## src/verilog/bdp_pkg.sv

```systemverilog
// shared constants and types for the bridge data parity status block
`default_nettype none

package bdp_pkg;

    // ------------------------------------------------------------
    // register bus shape
    // ------------------------------------------------------------
    localparam int ADDR_W = 8;
    localparam int DATA_W = 32;
    localparam int NUM_BITS = 4;
    localparam int CNT_W = 8;

    // ------------------------------------------------------------
    // register byte offsets
    // ------------------------------------------------------------
    localparam logic [ADDR_W-1:0] OFS_CTRL = 8'h00;
    localparam logic [ADDR_W-1:0] OFS_STATUS = 8'h04;
    localparam logic [ADDR_W-1:0] OFS_MASK = 8'h08;
    localparam logic [ADDR_W-1:0] OFS_LAST = 8'h0C;
    localparam logic [ADDR_W-1:0] OFS_CNT0 = 8'h10;
    localparam logic [ADDR_W-1:0] OFS_CNT1 = 8'h14;
    localparam logic [ADDR_W-1:0] OFS_CNT2 = 8'h18;
    localparam logic [ADDR_W-1:0] OFS_CNT3 = 8'h1C;

    // ------------------------------------------------------------
    // field positions
    // ------------------------------------------------------------
    localparam int CTRL_PRI_PER = 0;
    localparam int CTRL_SEC_PER = 1;
    localparam int CTRL_HOLD_FIRST = 2;
    localparam int CTRL_W = 3;

    localparam int ST_PRI_DPE = 0;
    localparam int ST_SEC_DPE = 1;
    localparam int ST_PRI_MDP = 2;
    localparam int ST_SEC_MDP = 3;

    localparam int LAST_W = 8;

    // ------------------------------------------------------------
    // reset values and the counter saturation limit
    // ------------------------------------------------------------
    localparam logic [CTRL_W-1:0] CTRL_RST = 3'h0;
    localparam logic [NUM_BITS-1:0] MASK_RST = 4'h0;
    localparam logic [NUM_BITS-1:0] STATUS_RST = 4'h0;
    localparam logic [CNT_W-1:0] CNT_RST = 8'h00;
    localparam logic [CNT_W-1:0] CNT_MAX = 8'hFF;
    localparam logic [DATA_W-1:0] RDATA_ZERO = 32'h0000_0000;

    // ------------------------------------------------------------
    // transaction description
    // ------------------------------------------------------------
    typedef enum logic [1:0] {
        BDP_READ = 2'h0,
        BDP_POSTED = 2'h1,
        BDP_DELAYED = 2'h2
    } bdp_xtype_t;

    typedef struct packed {
        logic valid;
        bdp_xtype_t xtype;
        logic upstream;
        logic err_on_sec;
        logic is_master;
        logic detected;
    } bdp_evt_t;

    typedef struct packed {
        logic pri_per_en;
        logic sec_per_en;
    } bdp_enables_t;

endpackage : bdp_pkg

`default_nettype wire

```

## src/verilog/bdp_status.sv

```systemverilog
// parity status bits, enables, interrupt and register port of the bridge
`default_nettype none

module bdp_status
    import bdp_pkg::*;
#(
    parameter int COUNT_W = CNT_W
) (
    input wire logic clk_sys,
    input wire logic rst_n,
    input wire bdp_evt_t evt,
    input wire logic primary_parity_err_pin_n,
    input wire logic secondary_parity_err_pin_n,
    input wire logic [ADDR_W-1:0] reg_addr,
    input wire logic [DATA_W-1:0] reg_wdata,
    input wire logic reg_wr,
    input wire logic reg_rd,
    output logic [DATA_W-1:0] reg_rdata,
    output logic [NUM_BITS-1:0] parity_status,
    output logic pri_per_en_out,
    output logic sec_per_en_out,
    output logic irq
);

    // ------------------------------------------------------------
    // register state
    // ------------------------------------------------------------
    logic [CTRL_W-1:0] ctrl;
    logic [NUM_BITS-1:0] mask;
    logic [LAST_W-1:0] last_evt;
    logic last_valid;
    logic [NUM_BITS-1:0] flags;
    logic [COUNT_W-1:0] cnt [NUM_BITS];

    // ------------------------------------------------------------
    // address decode
    // ------------------------------------------------------------
    function automatic logic hit(input logic [ADDR_W-1:0] a, input logic [ADDR_W-1:0] ofs);
        hit = (a == ofs);
    endfunction

    logic wr_ctrl;
    logic wr_status;
    logic wr_mask;
    logic wr_last;

    assign wr_ctrl = reg_wr && hit(reg_addr, OFS_CTRL);
    assign wr_status = reg_wr && hit(reg_addr, OFS_STATUS);
    assign wr_mask = reg_wr && hit(reg_addr, OFS_MASK);
    assign wr_last = reg_wr && hit(reg_addr, OFS_LAST);

    // ------------------------------------------------------------
    // enables and pins
    // ------------------------------------------------------------
    bdp_enables_t en;
    logic pri_pin_low;
    logic sec_pin_low;

    // one driver for the whole struct keeps strict elaborators happy
    assign en = {ctrl[CTRL_PRI_PER], ctrl[CTRL_SEC_PER]};
    // pins are active low and sampled in the event cycle
    assign pri_pin_low = !primary_parity_err_pin_n;
    assign sec_pin_low = !secondary_parity_err_pin_n;

    // ------------------------------------------------------------
    // event classification
    // ------------------------------------------------------------
    logic [NUM_BITS-1:0] set;
    logic [NUM_BITS-1:0] clr;

    bdp_classify u_classify (
        .evt(evt),
        .en(en),
        .pri_pin_low(pri_pin_low),
        .sec_pin_low(sec_pin_low),
        .set(set)
    );

    assign clr = wr_status ? reg_wdata[NUM_BITS-1:0] : '0;

    // ------------------------------------------------------------
    // sticky status
    // ------------------------------------------------------------
    bdp_sticky #(
        .WIDTH(NUM_BITS)
    ) u_sticky (
        .clk_sys(clk_sys),
        .rst_n(rst_n),
        .set(set),
        .clr(clr),
        .flags(flags)
    );

    // ------------------------------------------------------------
    // control and mask
    // ------------------------------------------------------------
    logic [CTRL_W-1:0] next_ctrl;
    logic [NUM_BITS-1:0] next_mask;

    assign next_ctrl = wr_ctrl ? reg_wdata[CTRL_W-1:0] : ctrl;
    assign next_mask = wr_mask ? reg_wdata[NUM_BITS-1:0] : mask;

    always_ff @(posedge clk_sys or negedge rst_n) begin
        if (!rst_n) begin
            ctrl <= CTRL_RST;
            mask <= MASK_RST;
        end else begin
            ctrl <= next_ctrl;
            mask <= next_mask;
        end
    end

    // ------------------------------------------------------------
    // per-bit event counters
    // ------------------------------------------------------------
    // saturate rather than wrap so a busy bus never reads as quiet
    genvar gi;
    generate
        for (gi = 0; gi < NUM_BITS; gi++) begin : g_cnt
            logic [COUNT_W-1:0] next_cnt;
            logic sat;

            assign sat = (cnt[gi] == COUNT_W'(CNT_MAX));
            assign next_cnt = clr[gi] ? COUNT_W'(set[gi])
                            : (set[gi] && !sat) ? cnt[gi] + COUNT_W'(1) : cnt[gi];

            always_ff @(posedge clk_sys or negedge rst_n) begin
                if (!rst_n) begin
                    cnt[gi] <= COUNT_W'(CNT_RST);
                end else begin
                    cnt[gi] <= next_cnt;
                end
            end
        end
    endgenerate

    // ------------------------------------------------------------
    // last event capture
    // ------------------------------------------------------------
    logic any_set;
    logic capture;
    logic [LAST_W-1:0] evt_word;
    logic [LAST_W-1:0] next_last;
    logic next_last_valid;

    assign any_set = |set;
    // hold-first mode keeps the oldest error for diagnosis
    assign capture = any_set && !(ctrl[CTRL_HOLD_FIRST] && last_valid);
    assign evt_word = {1'b1, sec_pin_low, pri_pin_low, evt.detected,
                       evt.err_on_sec, evt.upstream, evt.xtype};
    assign next_last = capture ? evt_word : (wr_last ? '0 : last_evt);
    assign next_last_valid = capture || (last_valid && !wr_last);

    always_ff @(posedge clk_sys or negedge rst_n) begin
        if (!rst_n) begin
            last_evt <= '0;
            last_valid <= 1'b0;
        end else begin
            last_evt <= next_last;
            last_valid <= next_last_valid;
        end
    end

    // ------------------------------------------------------------
    // read path
    // ------------------------------------------------------------
    logic [DATA_W-1:0] rd_mux;

    assign rd_mux =
        hit(reg_addr, OFS_CTRL) ? DATA_W'(ctrl) :
        hit(reg_addr, OFS_STATUS) ? DATA_W'(flags) :
        hit(reg_addr, OFS_MASK) ? DATA_W'(mask) :
        hit(reg_addr, OFS_LAST) ? DATA_W'(last_evt) :
        hit(reg_addr, OFS_CNT0) ? DATA_W'(cnt[0]) :
        hit(reg_addr, OFS_CNT1) ? DATA_W'(cnt[1]) :
        hit(reg_addr, OFS_CNT2) ? DATA_W'(cnt[2]) :
        hit(reg_addr, OFS_CNT3) ? DATA_W'(cnt[3]) : RDATA_ZERO;

    logic [DATA_W-1:0] next_rdata;
    assign next_rdata = reg_rd ? rd_mux : RDATA_ZERO;

    // ------------------------------------------------------------
    // registered outputs
    // ------------------------------------------------------------
    logic next_irq;
    logic [NUM_BITS-1:0] next_flags_view;

    assign next_flags_view = set | (flags & ~clr);
    // irq is computed from the next status so both change at the same edge
    assign next_irq = |(next_flags_view & mask);

    always_ff @(posedge clk_sys or negedge rst_n) begin
        if (!rst_n) begin
            reg_rdata <= RDATA_ZERO;
            irq <= 1'b0;
        end else begin
            reg_rdata <= next_rdata;
            irq <= next_irq;
        end
    end

    assign parity_status = flags;
    assign pri_per_en_out = ctrl[CTRL_PRI_PER];
    assign sec_per_en_out = ctrl[CTRL_SEC_PER];

endmodule : bdp_status

`default_nettype wire

```

## src/verilog/bdp_sticky.sv

```systemverilog
// write-one-to-clear sticky bits where a hardware set beats a clear
`default_nettype none

module bdp_sticky
    import bdp_pkg::*;
#(
    parameter int WIDTH = NUM_BITS
) (
    input wire logic clk_sys,
    input wire logic rst_n,
    input wire logic [WIDTH-1:0] set,
    input wire logic [WIDTH-1:0] clr,
    output logic [WIDTH-1:0] flags
);

    logic [WIDTH-1:0] next_flags;

    // set has priority so an event in the clearing cycle survives
    assign next_flags = set | (flags & ~clr);

    always_ff @(posedge clk_sys or negedge rst_n) begin
        if (!rst_n) begin
            flags <= '0;
        end else begin
            flags <= next_flags;
        end
    end

endmodule : bdp_sticky

`default_nettype wire

```

## src/verilog/bdp_classify.sv

```systemverilog
// decides which parity status bits one reported event sets
`default_nettype none

module bdp_classify
    import bdp_pkg::*;
(
    input wire bdp_evt_t evt,
    input wire bdp_enables_t en,
    input wire logic pri_pin_low,
    input wire logic sec_pin_low,
    output logic [NUM_BITS-1:0] set
);

    logic is_read;
    logic is_write;
    logic on_pri;
    logic on_sec;
    logic pri_target_side;
    logic sec_target_side;
    logic pri_master_err;
    logic sec_master_err;

    assign is_read = (evt.xtype == BDP_READ);
    assign is_write = (evt.xtype == BDP_POSTED) || (evt.xtype == BDP_DELAYED);
    assign on_pri = evt.valid && !evt.err_on_sec;
    assign on_sec = evt.valid && evt.err_on_sec;

    // primary receives data on upstream reads and downstream writes
    assign pri_target_side = (is_read && evt.upstream) || (is_write && !evt.upstream);
    assign sec_target_side = (is_read && !evt.upstream) || (is_write && evt.upstream);

    // own detection or the far target's error pin, only as master
    assign pri_master_err = evt.detected || pri_pin_low;
    assign sec_master_err = evt.detected || sec_pin_low;

    // enables do not gate the detected bits
    assign set[ST_PRI_DPE] = on_pri && evt.detected && pri_target_side;
    assign set[ST_SEC_DPE] = on_sec && evt.detected && sec_target_side;
    assign set[ST_PRI_MDP] = on_pri && evt.is_master && evt.upstream && (is_read || is_write)
                             && en.pri_per_en && pri_master_err;
    assign set[ST_SEC_MDP] = on_sec && evt.is_master && !evt.upstream && (is_read || is_write)
                             && en.sec_per_en && sec_master_err;

endmodule : bdp_classify

`default_nettype wire

```

## config.mk

```make
export PLATFORM = sky130hd
export DESIGN_NAME = bdp_status
export DESIGN_NICKNAME = d
export VERILOG_FILES = /design/src/verilog/bdp_pkg.sv /design/src/verilog/bdp_status.sv /design/src/verilog/bdp_sticky.sv /design/src/verilog/bdp_classify.sv
export SDC_FILE = /design/constraint.sdc
export NUM_CORES = 1
export LEC_CHECK = 0
export BUFFER_PORTS_ARGS = -buffer_cell sky130_fd_sc_hd__buf_2
export CORE_MARGIN = 4
export CORE_UTILIZATION = 53
export DETAILED_ROUTE_END_ITERATION = 12
export PLACE_DENSITY_LB_ADDON = 0.3
export SETUP_SLACK_MARGIN = 0.02
export SKIP_LAST_GASP = 1
export SLEW_MARGIN = 20
export SYNTH_ARGS = -nofsm -noshare
export SYNTH_HDL_FRONTEND = slang
export SYNTH_HIERARCHICAL = 1
export SYNTH_SLANG_ARGS = --single-unit
```

## constraint.sdc

```tcl
create_clock -name clk_sys -period 2.3 [get_ports clk_sys]
set_clock_uncertainty 0.05 [all_clocks]
set_input_delay 0.46 -clock clk_sys [delete_from_list [all_inputs] [get_ports clk_sys]]
set_output_delay 0.46 -clock clk_sys [all_outputs]
set_load 0.1 [all_outputs]
```

==> impl_metrics.py <==
metrics = {
    "critical_path": {
        "worst-path-buf-inv": 3,
        "r2r_setup_slack_ns": 0.53,
        "start_kind": "input pin",
        "reg2reg_from": "ctrl[1]",
        "cp_top_family": "simple AND/OR/NAND/NOR gates",
        "crit_path_max_incr_delay_ns": 0.38,
        "endpoint_kind": "flip-flop",
        "critPathKind": "input pin to flip-flop",
        "rr_worst_depth": 7,
        "crit_path_max_fanout": 8,
        "cpMaxStageDelayCell": "or3_1",
        "critPathLaunch": "evt[5]",
        "arrival_ns": 2.13,
        "crit_chain": "buf_2, inv_1, ha_1, mux2i_1, and4bb_2, buf_4, o21ai_1, or3_1, a21oi_1",
        "worst_r2r_endpoint": "last_evt[3]",
        "crit_required_ns": 2.52,
    },
    "timing": {
        "finalMaxSlewViolations": 0,
        "finalCritPeriodShare": 0.8278,
        "layout_min_cycle_time_ns": 1.904,
        "fmax_mhz": 525.3,
        "hold_violations": 0,
        "tightest_slew_ns": 0.5693,
        "setup_tns_ns": 0,
        "setup_viol": 0,
        "rsz0062_at_grt": "false",
        "relSlewSlack": 0.6204,
    },
    "hold_path": {
        "min_path_type": "input pin to async pin",
    },
    "clock_network": {
        "clkTransAtPathRegs_ns": 0.06,
        "htree_levels": 3,
        "cts.repair.resized": 0,
        "cts_hold_buf": 0,
        "cts_root_buf": "clkbuf_8",
        "clock_path_buffers": 2,
        "insertion_delay_ns": 0.35,
        "post_cts_buffers": 0,
        "cts_tree": "yes",
        "cts.sinks": 61,
        "cts_buffers": 9,
    },
    "cells_and_area": {
        "fillers": 550,
        "drive_above_1_share": 0.2009,
        "utilization": 0.6302,
        "fin_nets": 498,
        "multiInputGateArea_sq_um": 1843,
        "final_common_cell": "dfrtp_1",
        "diodes": 0,
        "mostFrequentLayoutCells": "dfrtp_1, nor2_1, buf_2",
        "seqCellArea_sq_um": 1529,
        "synthToLayoutAreaGrowth_pct": 13.67,
    },
    "synthesis": {
        "ys_seq_area_frac": 0.4287,
        "synth_edf_count": 0,
        "yosys_warnings": 6,
        "ys_types": 50,
        "synthTopCellsByArea": "dfrtp_1, buf_4, nor2_1",
        "ys_ff_latch": 61,
        "synth_area_sq_um": 3561,
        "avgSynthCellArea_sq_um": 9.322,
        "synth_top_cell_area_share": 0.4287,
        "syn-instance-count": 382,
        "synth_largest_area_cell": "dfrtp_1",
        "async_reset_ff_frac": 1.000,
        "synthFlopType": "dfrtp_1",
    },
    "power_and_ir_drop": {
        "power.leakage_nw": 1.927,
        "max-vdd-ir-drop_mv": 0.5547,
        "p_per_area_nw_per_um2": 683.6,
        "total_power_mw": 2.767,
    },
    "floorplanning": {
        "die_w_um": 89.97,
        "core_area_sq_um": 6422,
        "rows": 29,
        "ios": 92,
        "dieHeight_um": 89.97,
        "start_util": 0.5545,
        "dieArea_sq_um": 8094,
    },
    "grt": {
        "grt_pass1_vias": 2976,
        "antenna_found_initial": 0,
        "grt_overflow_total": 0,
        "grt_start_max_net_pins": 29,
        "grt_pass1_wl_um": 14470,
        "grt_use_total": 0.2209,
    },
    "drt": {
        "dr_wl_met3_um": 519,
        "viasPerCell": 5.854,
        "wirelength_um": 8722,
        "drc": 0,
        "wl_met2_um": 4121,
        "top_layer_used": "met4",
        "num_vias": 3044,
        "met1_length_um": 3896,
        "drtIter0Drc": 172,
        "first_pass_iters": 4,
        "wl_per_cell_um": 16.77,
        "antenna_left": 0,
    },
    "run_status": {
        "status": "complete, no violations",
    },
    "placement": {
        "io_buffers": 39,
        "gp_congestion": 0.8664,
        "post-dp-hpwl_um": 6459,
    },
    "job": {
        "cap_violations": 0,
    },
}
==> how the worst max path moves through the flow <==
stage,to,slack [ns],cells after the start
final,cnt[27],0.40,9
after global routing,cnt[15],0.23,9
after CTS,cnt[27],0.40,9
after detailed placement,cnt[27],0.05,9
after global placement,cnt[27],0.11,9
after floorplan,last_evt[0],0.11,6
==> registers in the layout, summed over array words and instances, names as in the netlist <==
register	cells
u_sticky/flags	4
last_evt	8
last_valid	1
cnt	32
irq	1
reg_rdata	8
mask	4
ctrl	3
==> Yosys cell counts, types with 9 or more instances <==
library cell,instances
nand2_1,21
inv_1,12
dfrtp_1,61
nor3_1,9
nand3_1,21
nor2_1,44
buf_4,27
xor2_1,11
a21oi_1,22
nand4_1,9
mux2_2,11
==> per-layer routing <==
metal  global-route usage  up-vias
met5                    0        -
met4              0.08546        0
li1                     -     1449
met2               0.3446      101
met3              0.06010       15
met1               0.2944     1479
==> cells by family after synthesis <==
kind of cell,after synthesis,synth area share
adders and majority gates,6,0.02108
and+or+nand+nor,152,0.2242
DFF,61,0.4287
other,1,0.001053
xor gates and xnor gates,16,0.03935
buffers and inverters,47,0.07905
muxes,17,0.05165
AOI/OAI and AO/OA,82,0.1550
==> worst reg2reg max path, stage by stage, from the launching register on <==
cell and delay, ns:
dfrtp_2 0.43, nand4b_1 0.09, nor3_1 0.05, buf_4 0.17
nor4_1 0.36, a21oi_2 0.07, buf_4 0.18, a22o_1 0.24
==> metrics by stage <==
stage	hold slack, ns	area, sq um	std cells	setup slack (ns)
after floorplan	0.1144	3654	405	0.1149
after global placement	0.4292	3860	505	0.1083
after detailed placement	0.4341	3860	505	0.05312
after CTS	0.06050	4048	520	0.4024
after global routing	0.07946	4048	520	0.2307
final	0.05196	4048	520	0.3962
==> report_power, final <==
part	internal, mW	switching [mW]
Clock	0.501	0.406
Sequential	1.18	0.116
Combinational	0.150	0.418
Total	1.83	0.940
==> layout make-up <==
| type | count | share of cell area |
|---|---|---|
| multi-input cells | 297 | 0.4553 |
| flip-flops and latches | 61 | 0.3777 |
| repair buffers | 57 | 0.08470 |
| clock buffers | 14 | 0.04513 |
| well taps | 77 | 0.02380 |
| inverters | 13 | 0.01206 |
| clock inverters | 1 | 0.001236 |
Note: power is estimated with default switching activity, not from simulation.
